### src/design/cis_defines.vh
// Offsets, field positions, reset values and sizes of the interrupt sequencer
`ifndef CIS_DEFINES_VH
`define CIS_DEFINES_VH

`define CIS_NSRC 8
`define CIS_NEXT 5
`define CIS_PRIO_W 24

// Register byte addresses
`define CIS_OFF_FLAG 5'h00
`define CIS_OFF_ENABLE 5'h04
`define CIS_OFF_PRIO 5'h08
`define CIS_OFF_CTRL1 5'h0C
`define CIS_OFF_CTRL2 5'h10
`define CIS_OFF_STATUS 5'h14
`define CIS_OFF_CORE 5'h18
`define CIS_OFF_SEQ 5'h1C

// Field positions
`define CIS_NEST_DIS_BIT 15
`define CIS_MSB_BIT 3
`define CIS_IPL_HI 7
`define CIS_IPL_LO 5

// Reset values
`define CIS_FLAG_RST 8'h00
`define CIS_ENABLE_RST 8'h00
`define CIS_PRIO_RST 24'h000000
`define CIS_SRL_RST 8'h00
`define CIS_POL_RST 5'h00

// Levels and vectors
`define CIS_IPL_MAX 3'h7
`define CIS_VEC_BASE 24'h000100

`endif

### src/design/cis_edge_detect.v
// Edge detector with selectable polarity for one external interrupt pin
`timescale 1ns/100ps
module cis_edge_detect
(
  input wire core_clk,
  input wire reset,
  input wire core_ce,
  input wire pin,
  input wire falling,
  output wire edge_seen
);

reg prev_r;

always @(posedge core_clk)
begin
  // Start from the pin level so leaving reset shows no false edge
  if (reset)
    prev_r <= pin;
  else if (core_ce)
    prev_r <= pin;
end

// Polarity bit set selects the falling edge
assign edge_seen = falling ? (prev_r & ~pin) : (~prev_r & pin);

endmodule // cis_edge_detect

### src/design/cis_top.v
// Interrupt controller and interrupt entry / return sequencer
`timescale 1ns/100ps
`include "cis_defines.vh"
module cis_top
(
  input wire core_clk,
  input wire reset,
  input wire core_ce,
  // Avalon-MM slave
  input wire [4:0] avs_address,
  input wire avs_read,
  input wire avs_write,
  input wire [31:0] avs_writedata,
  input wire [3:0] avs_byteenable,
  output reg [31:0] avs_readdata,
  output reg avs_waitrequest,
  // Event sources
  input wire [`CIS_NEXT-1:0] ext_int_pin,
  input wire [`CIS_NSRC-`CIS_NEXT-1:0] periph_event,
  // Processor core side
  input wire [23:0] cpu_pc,
  input wire cpu_sleep,
  input wire ret_start,
  input wire [15:0] pop_data,
  output reg wake_r,
  output reg resume_r,
  output reg forced_no_operation_r,
  output reg push_valid_r,
  output reg [15:0] push_data_r,
  output reg vector_load_r,
  output reg [23:0] vector_addr_r,
  output reg isr_load_r,
  output reg ret_pc_valid_r,
  output reg [23:0] ret_pc_r,
  output reg [3:0] cpu_level_r,
  output reg adc_conv_req_r
);

////////////////////////////////////////////////////////////////////////////////
// Sequencer states

localparam [6:0] S_IDLE = 7'h01;
localparam [6:0] S_E2 = 7'h02;
localparam [6:0] S_E3 = 7'h04;
localparam [6:0] S_E4 = 7'h08;
localparam [6:0] S_R2 = 7'h10;
localparam [6:0] S_R3 = 7'h20;
localparam [6:0] S_SPARE = 7'h40;

////////////////////////////////////////////////////////////////////////////////
// Registers

reg [`CIS_NSRC-1:0] request_flag_regs_r;
reg [`CIS_NSRC-1:0] source_enable_regs_r;
reg [`CIS_PRIO_W-1:0] source_priority_regs_r;
reg nesting_disable_r;
reg [`CIS_NEXT-1:0] external_edge_polarity_bits_r;
reg [7:0] status_low_byte_r;
reg priority_level_msb_r;
reg [6:0] state_r;
reg [6:0] state_nxt;
reg [2:0] accept_vec_r;
reg [2:0] accept_prio_r;
reg [23:0] temp_pc_r;
reg [7:0] temp_srl_r;
reg temp_msb_r;
reg [7:0] ret_hi_r;

wire [2:0] cpu_priority_field;
wire [3:0] eff_level;
wire [`CIS_NEXT-1:0] ext_edge;
wire [`CIS_NSRC-1:0] src_event;
wire [`CIS_NSRC-1:0] armed;

assign cpu_priority_field = status_low_byte_r[`CIS_IPL_HI:`CIS_IPL_LO];
assign eff_level = {priority_level_msb_r, cpu_priority_field};

////////////////////////////////////////////////////////////////////////////////
// External pin edge detection

genvar gi;
generate
  for (gi = 0; gi < `CIS_NEXT; gi = gi + 1)
  begin : g_ext
    cis_edge_detect u_edge
    (
      .core_clk(core_clk),
      .reset(reset),
      .core_ce(core_ce),
      .pin(ext_int_pin[gi]),
      .falling(external_edge_polarity_bits_r[gi]),
      .edge_seen(ext_edge[gi])
    );
  end
endgenerate

// Events on the edge are latched at the cycle end, so flags show next cycle
assign src_event = {periph_event, ext_edge};

////////////////////////////////////////////////////////////////////////////////
// Arbitration

// Pending, enabled and priority non-zero
function [`CIS_NSRC-1:0] arm_fn;
  input [`CIS_NSRC-1:0] fl;
  input [`CIS_NSRC-1:0] en;
  input [`CIS_PRIO_W-1:0] pr;
  integer k;
  begin
    arm_fn = {`CIS_NSRC{1'b0}};
    for (k = 0; k < `CIS_NSRC; k = k + 1)
      arm_fn[k] = fl[k] & en[k] & (pr[3*k +: 3] != 3'h0);
  end
endfunction

assign armed = arm_fn(request_flag_regs_r, source_enable_regs_r, source_priority_regs_r);

reg win_valid;
reg [2:0] win_vec;
reg [2:0] win_prio;
integer j;

always @*
begin
  win_valid = 1'b0;
  win_vec = 3'h0;
  win_prio = 3'h0;
  // Descending scan; >= lets the lower vector win ties
  for (j = `CIS_NSRC - 1; j >= 0; j = j - 1)
  begin
    if (armed[j] && (!win_valid || source_priority_regs_r[3*j +: 3] >= win_prio))
    begin
      win_valid = 1'b1;
      win_vec = j[2:0];
      win_prio = source_priority_regs_r[3*j +: 3];
    end
  end
end

// Only a level strictly above the current one is presented
wire present = win_valid && ({1'b0, win_prio} > eff_level);

////////////////////////////////////////////////////////////////////////////////
// Sequencer

always @*
begin
  state_nxt = state_r;
  case (state_r)
    S_IDLE:
    begin
      if (ret_start)
        state_nxt = S_R2;
      else if (present)
        state_nxt = S_E2;
    end
    S_E2: state_nxt = S_E3;
    S_E3: state_nxt = S_E4;
    S_E4: state_nxt = S_IDLE;
    S_R2: state_nxt = S_R3;
    S_R3: state_nxt = S_IDLE;
    default: state_nxt = S_IDLE;
  endcase
end

always @(posedge core_clk)
begin
  if (reset)
  begin
    state_r <= S_IDLE;
    accept_vec_r <= 3'h0;
    accept_prio_r <= 3'h0;
    temp_pc_r <= 24'h000000;
    temp_srl_r <= 8'h00;
    temp_msb_r <= 1'b0;
    ret_hi_r <= 8'h00;
    forced_no_operation_r <= 1'b0;
    push_valid_r <= 1'b0;
    push_data_r <= 16'h0000;
    vector_load_r <= 1'b0;
    vector_addr_r <= 24'h000000;
    isr_load_r <= 1'b0;
    ret_pc_valid_r <= 1'b0;
    ret_pc_r <= 24'h000000;
    resume_r <= 1'b0;
  end
  else if (core_ce)
  begin
    state_r <= state_nxt;
    forced_no_operation_r <= (state_nxt == S_E2) || (state_nxt == S_E4);
    push_valid_r <= (state_nxt == S_E3) || (state_nxt == S_E4);
    vector_load_r <= (state_nxt == S_E3);
    isr_load_r <= (state_nxt == S_E4);
    ret_pc_valid_r <= (state_nxt == S_R3);
    resume_r <= (state_r == S_IDLE) && cpu_sleep && !ret_start && !present
      && (|armed);
    // Cycle 1: accept and save return state into the temporary buffer
    if (state_r == S_IDLE && state_nxt == S_E2)
    begin
      accept_vec_r <= win_vec;
      accept_prio_r <= win_prio;
      temp_pc_r <= cpu_pc;
      temp_srl_r <= status_low_byte_r;
      temp_msb_r <= priority_level_msb_r;
    end
    if (state_nxt == S_E3)
    begin
      vector_addr_r <= `CIS_VEC_BASE + {20'h00000, accept_vec_r, 1'b0};
      push_data_r <= temp_pc_r[15:0];
    end
    if (state_nxt == S_E4)
      push_data_r <= {temp_srl_r, temp_msb_r, temp_pc_r[22:16]};
    // Return: first pop holds status byte, msb and high PC bits
    if (state_r == S_IDLE && ret_start)
      ret_hi_r <= pop_data[7:0];
    if (state_r == S_R2)
      ret_pc_r <= {1'b0, ret_hi_r[6:0], pop_data};
  end
end

////////////////////////////////////////////////////////////////////////////////
// Avalon-MM slave: one wait cycle, then the access completes

wire access = (avs_read || avs_write) && avs_waitrequest;
wire wr_now = avs_write && !avs_waitrequest;
wire [31:0] bmask = {{8{avs_byteenable[3]}}, {8{avs_byteenable[2]}},
  {8{avs_byteenable[1]}}, {8{avs_byteenable[0]}}};
wire [31:0] wmask = wr_now ? bmask : 32'h00000000;
wire [31:0] wbits = avs_writedata & wmask;

reg [31:0] rd_mux;

always @*
begin
  case (avs_address)
    `CIS_OFF_FLAG: rd_mux = {24'h000000, request_flag_regs_r};
    `CIS_OFF_ENABLE: rd_mux = {24'h000000, source_enable_regs_r};
    `CIS_OFF_PRIO: rd_mux = {8'h00, source_priority_regs_r};
    `CIS_OFF_CTRL1: rd_mux = {16'h0000, nesting_disable_r, 15'h0000};
    `CIS_OFF_CTRL2: rd_mux = {27'h0000000, external_edge_polarity_bits_r};
    `CIS_OFF_STATUS: rd_mux = {24'h000000, status_low_byte_r};
    `CIS_OFF_CORE: rd_mux = {28'h0000000, priority_level_msb_r, 3'h0};
    `CIS_OFF_SEQ: rd_mux = {17'h00000, state_r, 1'b0, accept_prio_r, 1'b0, accept_vec_r};
    default: rd_mux = 32'h00000000;
  endcase
end

always @(posedge core_clk)
begin
  if (reset)
  begin
    avs_waitrequest <= 1'b1;
    avs_readdata <= 32'h00000000;
  end
  else if (core_ce)
  begin
    if (access)
    begin
      avs_waitrequest <= 1'b0;
      avs_readdata <= avs_read ? rd_mux : 32'h00000000;
    end
    else
      avs_waitrequest <= 1'b1;
  end
end

wire sel_flag = (avs_address == `CIS_OFF_FLAG);
wire sel_en = (avs_address == `CIS_OFF_ENABLE);
wire sel_prio = (avs_address == `CIS_OFF_PRIO);
wire sel_c1 = (avs_address == `CIS_OFF_CTRL1);
wire sel_c2 = (avs_address == `CIS_OFF_CTRL2);
wire sel_st = (avs_address == `CIS_OFF_STATUS);

////////////////////////////////////////////////////////////////////////////////
// Control and status registers

reg [7:0] srl_nxt;

always @*
begin
  srl_nxt = status_low_byte_r;
  if (sel_st)
  begin
    srl_nxt[4:0] = (status_low_byte_r[4:0] & ~wmask[4:0]) | wbits[4:0];
    if (!nesting_disable_r)
      srl_nxt[7:5] = (status_low_byte_r[7:5] & ~wmask[7:5]) | wbits[7:5];
  end
  // Hardware updates override software in the same cycle
  if (state_r == S_E4)
    srl_nxt[7:5] = nesting_disable_r ? `CIS_IPL_MAX : accept_prio_r;
  if (state_r == S_IDLE && ret_start)
    srl_nxt = pop_data[15:8];
end

always @(posedge core_clk)
begin
  if (reset)
  begin
    request_flag_regs_r <= `CIS_FLAG_RST;
    source_enable_regs_r <= `CIS_ENABLE_RST;
    source_priority_regs_r <= `CIS_PRIO_RST;
    nesting_disable_r <= 1'b0;
    external_edge_polarity_bits_r <= `CIS_POL_RST;
    status_low_byte_r <= `CIS_SRL_RST;
    priority_level_msb_r <= 1'b0;
    wake_r <= 1'b0;
    adc_conv_req_r <= 1'b0;
    cpu_level_r <= 4'h0;
  end
  else if (core_ce)
  begin
    // Write-one clears; a new event in the same cycle wins
    request_flag_regs_r <= (request_flag_regs_r & ~(sel_flag ? wbits[7:0] : 8'h00))
      | src_event;
    if (sel_en)
      source_enable_regs_r <= (source_enable_regs_r & ~wmask[7:0]) | wbits[7:0];
    if (sel_prio)
      source_priority_regs_r <= (source_priority_regs_r & ~wmask[23:0]) | wbits[23:0];
    if (sel_c1 && wmask[`CIS_NEST_DIS_BIT])
      nesting_disable_r <= wbits[`CIS_NEST_DIS_BIT];
    if (sel_c2)
      external_edge_polarity_bits_r <= (external_edge_polarity_bits_r & ~wmask[4:0])
        | wbits[4:0];
    status_low_byte_r <= srl_nxt;
    if (state_r == S_IDLE && ret_start)
      priority_level_msb_r <= pop_data[7];
    wake_r <= cpu_sleep && (|armed);
    adc_conv_req_r <= ext_edge[0];
    cpu_level_r <= {(state_r == S_IDLE && ret_start) ? pop_data[7] : priority_level_msb_r,
      srl_nxt[7:5]};
  end
end

endmodule // cis_top

### config.mk
export PLATFORM = sky130hd
export DESIGN_NAME = cis_top
export DESIGN_NICKNAME = d
export VERILOG_FILES = /design/src/design/cis_edge_detect.v /design/src/design/cis_top.v
export VERILOG_INCLUDE_DIRS = /design/src /design/src/design
export SDC_FILE = /design/constraint.sdc
export NUM_CORES = 1
export LEC_CHECK = 0
export ABC_AREA = 0
export BUFFER_PORTS_ARGS = -buffer_cell sky130_fd_sc_hd__buf_2
export CORE_MARGIN = 2
export CORE_UTILIZATION = 54
export CTS_CLUSTER_SIZE = 10
export DETAILED_ROUTE_END_ITERATION = 12
export PLACE_DENSITY_LB_ADDON = 0.15
export SLEW_MARGIN = 10
export SYNTH_ARGS = -nofsm -noshare
export SYNTH_HDL_FRONTEND = slang
export SYNTH_SLANG_ARGS = --single-unit
export TNS_END_PERCENT = 100
### constraint.sdc
create_clock -name core_clk -period 15.4 [get_ports core_clk]
set_clock_uncertainty 0.15 [all_clocks]
set_input_delay 2.31 -clock core_clk [delete_from_list [all_inputs] [get_ports core_clk]]
set_output_delay 2.31 -clock core_clk [all_outputs]
set_load 0.02 [all_outputs]
### Word level (Yosys, flattened, before mapping)

Index checks and enable logic that the tools add are counted.

| word-level totals | value |
|---|---|
| register bits | 220 |
| input bits | 96 |
| output and inout bits | 109 |

| operators by class | value |
|---|---|
| add/subtract/negate cells | 1 |
| order comparisons | 8 |
| equality and inequality tests | 16 |
| muxes and demuxes | 55 |
| bitwise logic cells | 54 |
| reductions and logical operators | 62 |

Operator list:

| kind | number |
|---|---|
| 24-bit one-hot mux with 8 select lines | 1 |
| 3-bit two-way mux | 19 |
| 24-bit bitwise AND | 2 |
| 16-bit two-way mux | 2 |
| 32-bit two-way mux | 1 |
| 7-bit one-hot mux with 4 select lines | 1 |
| 1-bit bitwise AND | 26 |
| 1-bit two-way mux | 25 |
| 24-bit two-way mux | 1 |
| 8-bit two-way mux | 3 |
| 24-bit inverter | 1 |
| 24-bit bitwise OR | 1 |
| 3-bit nonzero test | 8 |
| 2-bit AND reduction | 11 |
| 3-bit >= comparator | 7 |
| 5-bit == test (second input constant) | 4 |
| 1-bit logical AND | 18 |
| 8-bit bitwise AND | 2 |
| 8-bit inverter | 2 |
| 8-bit bitwise OR | 2 |
| 7-bit by 2-bit == test with 1-bit output (second input constant) | 2 |
| 7-bit by 3-bit == test with 1-bit output (second input constant) | 2 |
| 7-bit by 4-bit == test with 1-bit output (second input constant) | 2 |
| 7-bit two-way mux | 2 |
| 19 further kinds | 51 |

### Depth between registers and ports, before layout

| depth | value |
|---|---|
| depth in word-level cells | 39 |
| mapped depth | 56 |
| mapped depth without buffers | 55 |

### Modules after synthesis

From an unflattened synthesis, not the netlist that was laid out.

| second synthesis, totals | value |
|---|---|
| cell total of the unflattened synthesis | 1072 |
| area, all modules | 8884.8 um^2 |

By module, submodules not included:

| module | instances | cells an instance | area each (um^2) |
|---|---|---|---|
| cis_top | 1 | 1047 | 8590.7 |
| cis_edge_detect | 5 | 5 | 58.8 |

### Worst setup path before layout

Ideal clock, no wire load.

| timing path | value |
|---|---|
| path type | flip-flop to flip-flop |
| start | register request_flag_regs_r[7] |
| end | register temp_pc_r[13] |
| library setup time | 0.070 ns |
| arrival | 10.942 ns |
| required time | 15.180 ns |
| setup slack | 4.237 ns |
| cell stages (with the launch flop) | 55 |
| path buffers | 2 |
| cells stage by stage | dfxtp_1 > nand3_1 > ha_1 > nand2_1 > o21a_1 > a211o_1 > nand2_1 > ha_1 > or3b_1 > a221oi_2 > nor3_1 > a31oi_1 > ha_1 > nand2b_1 > a21o_1 > a221o_1 > nand2_1 > a21o_1 > [19 not listed] > o21a_2 > o21a_1 > ha_1 > nand2b_1 > a21oi_1 > nor2b_1 > o31ai_1 > o211ai_1 > and2_1 > ha_1 > a31oi_1 > o21ai_0 > a31oi_1 > and3_1 > clkbuf_1 > clkbuf_1 > nand2_1 > a21oi_1 |

| between the ends | value |
|---|---|
| word-level cells in the longest chain between the ends | 39 |

Ends and longest elaborated chain:

| item | line | RTL |
|---|---|---|
| from (decl) | cis_top.v:53 | `` reg [`CIS_NSRC-1:0] request_flag_regs_r; `` |
| from (signal assigned) | cis_top.v:299 | `` request_flag_regs_r <= `CIS_FLAG_RST; `` |
| from (signal assigned) | cis_top.v:313 | `request_flag_regs_r <= (request_flag_regs_r & ~(sel_flag ? wbits[7:0] : 8'h00))` |
| 1-bit bitwise AND * (2 in series) | cis_top.v:112 | `arm_fn[k] = fl[k] & en[k] & (pr[3*k +: 3] != 3'h0);` |
| 3-bit two-way mux / 1-bit two-way mux (equally long branches) | cis_top.v:131 | `if (armed[j] && (!win_valid \|\| source_priority_regs_r[3*j +: 3] >= win_prio))` |
| 3-bit >= comparator / 1-bit logical NOT (equally long branches) | cis_top.v:131 |  |
| 1-bit logical OR | cis_top.v:131 |  |
| 1-bit logical AND | cis_top.v:131 |  |
| 3-bit two-way mux / 1-bit two-way mux (equally long branches) | cis_top.v:131 |  |
| 3-bit >= comparator / 1-bit logical NOT (equally long branches) | cis_top.v:131 |  |
| 1-bit logical OR | cis_top.v:131 |  |
| [22 not listed] | -- |  |
| 3-bit by 4-bit > comparator with 1-bit output | cis_top.v:141 | `wire present = win_valid && ({1'b0, win_prio} > eff_level);` |
| 1-bit logical AND * | cis_top.v:141 |  |
| 7-bit two-way mux * | cis_top.v:154 | `else if (present)` |
| 7-bit two-way mux * | cis_top.v:152 | `if (ret_start)` |
| 7-bit one-hot mux with 4 select lines * | cis_top.v:149 | `case (state_r)` |
| 7-bit by 2-bit == test with 1-bit output * | cis_top.v:198 | `if (state_r == S_IDLE && state_nxt == S_E2)` |
| 1-bit logical AND * | cis_top.v:198 |  |
| 2-bit AND reduction (no source line) * | -- |  |
| to (signal assigned) | cis_top.v:202 | `temp_pc_r <= cpu_pc;` |
| to (decl) | cis_top.v:64 | `reg [23:0] temp_pc_r;` |

Every way passes the cells marked *; elsewhere a longest branch is shown, timed or not.
A chain may end at the register's enable or synchronous reset.

### Worst setup path after layout

| timing path | value |
|---|---|
| start | register request_flag_regs_r[7] |
| end | register temp_pc_r[4] |

The elaborated chain is that of the path after synthesis.

==> results.json <==
{
  "outcome": "completed",
  "period_needed_ns": 13.03,
  "num_rows": 46,
  "crit_arrival_ns": 13.15,
  "fin_setup_tns_ns": 0,
  "drt-wirelength-per-cell_um": 16.3,
  "num_io_pins": 205,
  "cts-buffers-inserted": 17,
  "area_growth_pct": 15.7,
  "drive_gt1_share_pct": 18.2,
  "syn_area_per_cell_sq_um": 8.06,
  "layout_common_cells": "nand2_1, dfxtp_1, buf_2, a21oi_1, nor2_1",
  "holdWs_ns": 0.298,
  "mostFrequentLayoutCell": "nand2_1",
  "postCtsSetupBuffers": 0,
  "grt.overflow.total": 0,
  "wl_um": 23600,
  "hold_path.class": "flop to flop",
  "gp_congestion": 0.897,
  "grt_setup_unrepaired": "no",
  "antenna_found_initial": 0,
  "crit_path_max_fanout": 32,
  "max_cap_viol_count": 0,
  "n_fill_cell": 1497,
  "place_hpwl_um": 16600,
  "route.antenna.remaining_nets": 0,
  "synth_top_cell_area_share_pct": 41.8,
  "clk_latency_ns": 0.44,
  "timing.hold.worst_path_depth": 2,
  "max-clock-path-buffers": 2,
  "slew_viol_final": 0,
  "synthArstFlopShare_pct": 0,
  "r2r-start": "request_flag_regs_r[7]$_SDFFE_PP0P_",
  "ys_seq_area_share_pct": 43.5,
  "post-route-util_pct": 63.9,
  "h-tree-depth": 4,
  "via_per_inst": 5.71,
  "hold_path_startpoint": "ret_pc_r[9]$_SDFFE_PP0P_",
  "yosysWarnings": 0,
  "critPathRequiredTime_ns": 15.53,
  "crit_path_start_kind": "flop",
  "grt_max_degree": 108,
  "synth_edf_count": 5,
  "cts_tree": "yes",
  "drt_first_pass_iters": 7,
  "drc": 0,
  "die_area_sq_um": 17300,
  "synth_cells": 1088,
  "crit_start": "request_flag_regs_r[7]$_SDFFE_PP0P_",
  "hold_buffers": 0,
  "ir_drop_uv": 80.1,
  "dr_total_vias": 8246,
  "p_leak_nw": 3.87,
  "reg2reg_slack_ns": 2.37,
  "antenna_cells": 0,
  "worst_pin_slew_ns": 1.09,
  "synthFlopType": "dfxtp_1",
  "grt_pass1_wl_um": 37600,
  "rr_worst_depth": 53,
  "setup_viol": 0,
  "drt_iter0_drc": 817,
  "yosysTopAreaCell": "dfxtp_1",
  "stdcell_count": 1444,
  "synth_seq_cells": 188,
  "grt_usage_pct": 26.7,
  "clk_pin_slew_ns": 0.07,
  "synth_area_sq_um": 8770,
  "path_common_cell": "ha_1",
  "timing.fmax_ghz": 0.0768,
  "fin_crit_sh_pct": 84.6,
  "start_util_pct": 55.2,
  "grt_pass1_vias": 7333,
  "post_cts_resized": 0,
  "crit_path_end_kind": "flop",
  "max_slew_margin_pct": 27.4,
  "numClockSinks": 188,
  "cts_root_buf": "clkbuf_16",
  "die_y_um": 131,
  "dp.cells": 1412,
  "synth_area_leaders": "dfxtp_1, nand2_1, a21oi_1",
  "placeableCoreArea_sq_um": 15900,
  "fin_nets": 1334,
  "port_buffers": 165,
  "slowest_stage": "o31ai_1",
  "synth_cell_types": 70,
  "pwr_density_cell_nw_per_um2": 98.4,
  "finalHoldViolCount": 0,
  "die_w_um": 131,
  "critPathMaxStageDelay_ns": 0.50,
  "path_class": "flop to flop"
}
-- per-stage QoR --
| stage | total power, mW | area, sq um | setup slack (ns) |
|---|---|---|---|
| finish | 0.998 | 10100 | 2.37 |
| global route | 1.03 | 10100 | 1.33 |
| CTS | 1.00 | 10100 | 2.49 |
| detailed placement | 0.573 | 9570 | 2.59 |
| global placement | 0.573 | 9570 | 2.73 |
| floorplan | 0.553 | 8870 | 4.24 |
-- cells in the mapped netlist (all sizes together), types with 4 or more instances --
library cell / instances
dfxtp: 183
ha: 23
nand2b: 12
nand3: 36
inv: 15
or2: 5
nor2: 120
nor3: 13
nor3b: 4
o211ai: 4
a21o: 5
a311oi: 18
a21oi: 131
a22oi: 48
buf: 34
nand4: 5
a31oi: 12
a22o: 5
mux2i: 28
o21a: 7
and2: 4
o21ai: 21
o311a: 5
a211oi: 7
and3: 5
o311ai: 9
nand2: 224
clkbuf: 61
edfxtp: 5
-- report_power, final --
| part | switching [mW] | total, mW | internal [mW] | leakage, nW |
|---|---|---|---|---|
| combinational | 0.0407 | 0.0601 | 0.0194 | 2.06 |
| clock | 0.207 | 0.436 | 0.228 | 0.278 |
| sequential | 0.00819 | 0.502 | 0.494 | 1.53 |
| total | 0.256 | 0.998 | 0.742 | 3.87 |
-- layer usage --
layer  part of all wire (%)  wire length (um)  vias up  track usage (%)
li1                       -                 -     4042                -
met1                     43             10200     3829             35.1
met2                     47             11200      335             43.5
met3                    7.3              1720       40             5.44
met4                    2.1               499        0             9.66
met5                      0                 0        -                0
-- critical path: cells and delay by family (launching register included) --
kind,cells,cell delay [ns]
and+or+nand+nor,18,3.00
adders and majority gates,8,2.20
DFF,1,0.49
buffers and inverters,1,0.39
AOI/OAI and AO/OA,26,6.60
-- area by class of cell --
| cell class | count | area (sq um) | share of cell area [%] |
|---|---|---|---|
| Tap cell | 216 | 270 | 2.66 |
| Timing Repair Buffer | 175 | 903 | 8.90 |
| Clock buffer | 17 | 425 | 4.19 |
| Clock inverter | 15 | 153 | 1.50 |
| Multi-Input combinational cell | 817 | 4520 | 44.6 |
| Inverter | 16 | 60.1 | 0.592 |
| Sequential cell | 188 | 3810 | 37.6 |
-- logic make-up after synthesis --
| family | after synthesis | synth area share, % |
|---|---|---|
| and+or+nand+nor | 442 | 21.4 |
| AOI/OAI and AO/OA | 294 | 22.3 |
| DFF | 188 | 43.5 |
| buffers and inverters | 111 | 6.17 |
| muxes | 28 | 3.20 |
| adders and majority gates | 23 | 3.28 |
| other | 1 | 0.0428 |
| xor gates and xnor gates | 1 | 0.0999 |
-- path summary, 6_finish.rpt --
path / to
setup / recovery: temp_pc_r[4]$_SDFFE_PP0P_
setup reg to reg: temp_pc_r[4]$_SDFFE_PP0P_
hold / removal: ret_pc_r[9]$_SDFFE_PP0P_
hold reg to reg: ret_pc_r[9]$_SDFFE_PP0P_
Power figures use the tool's default switching activity.
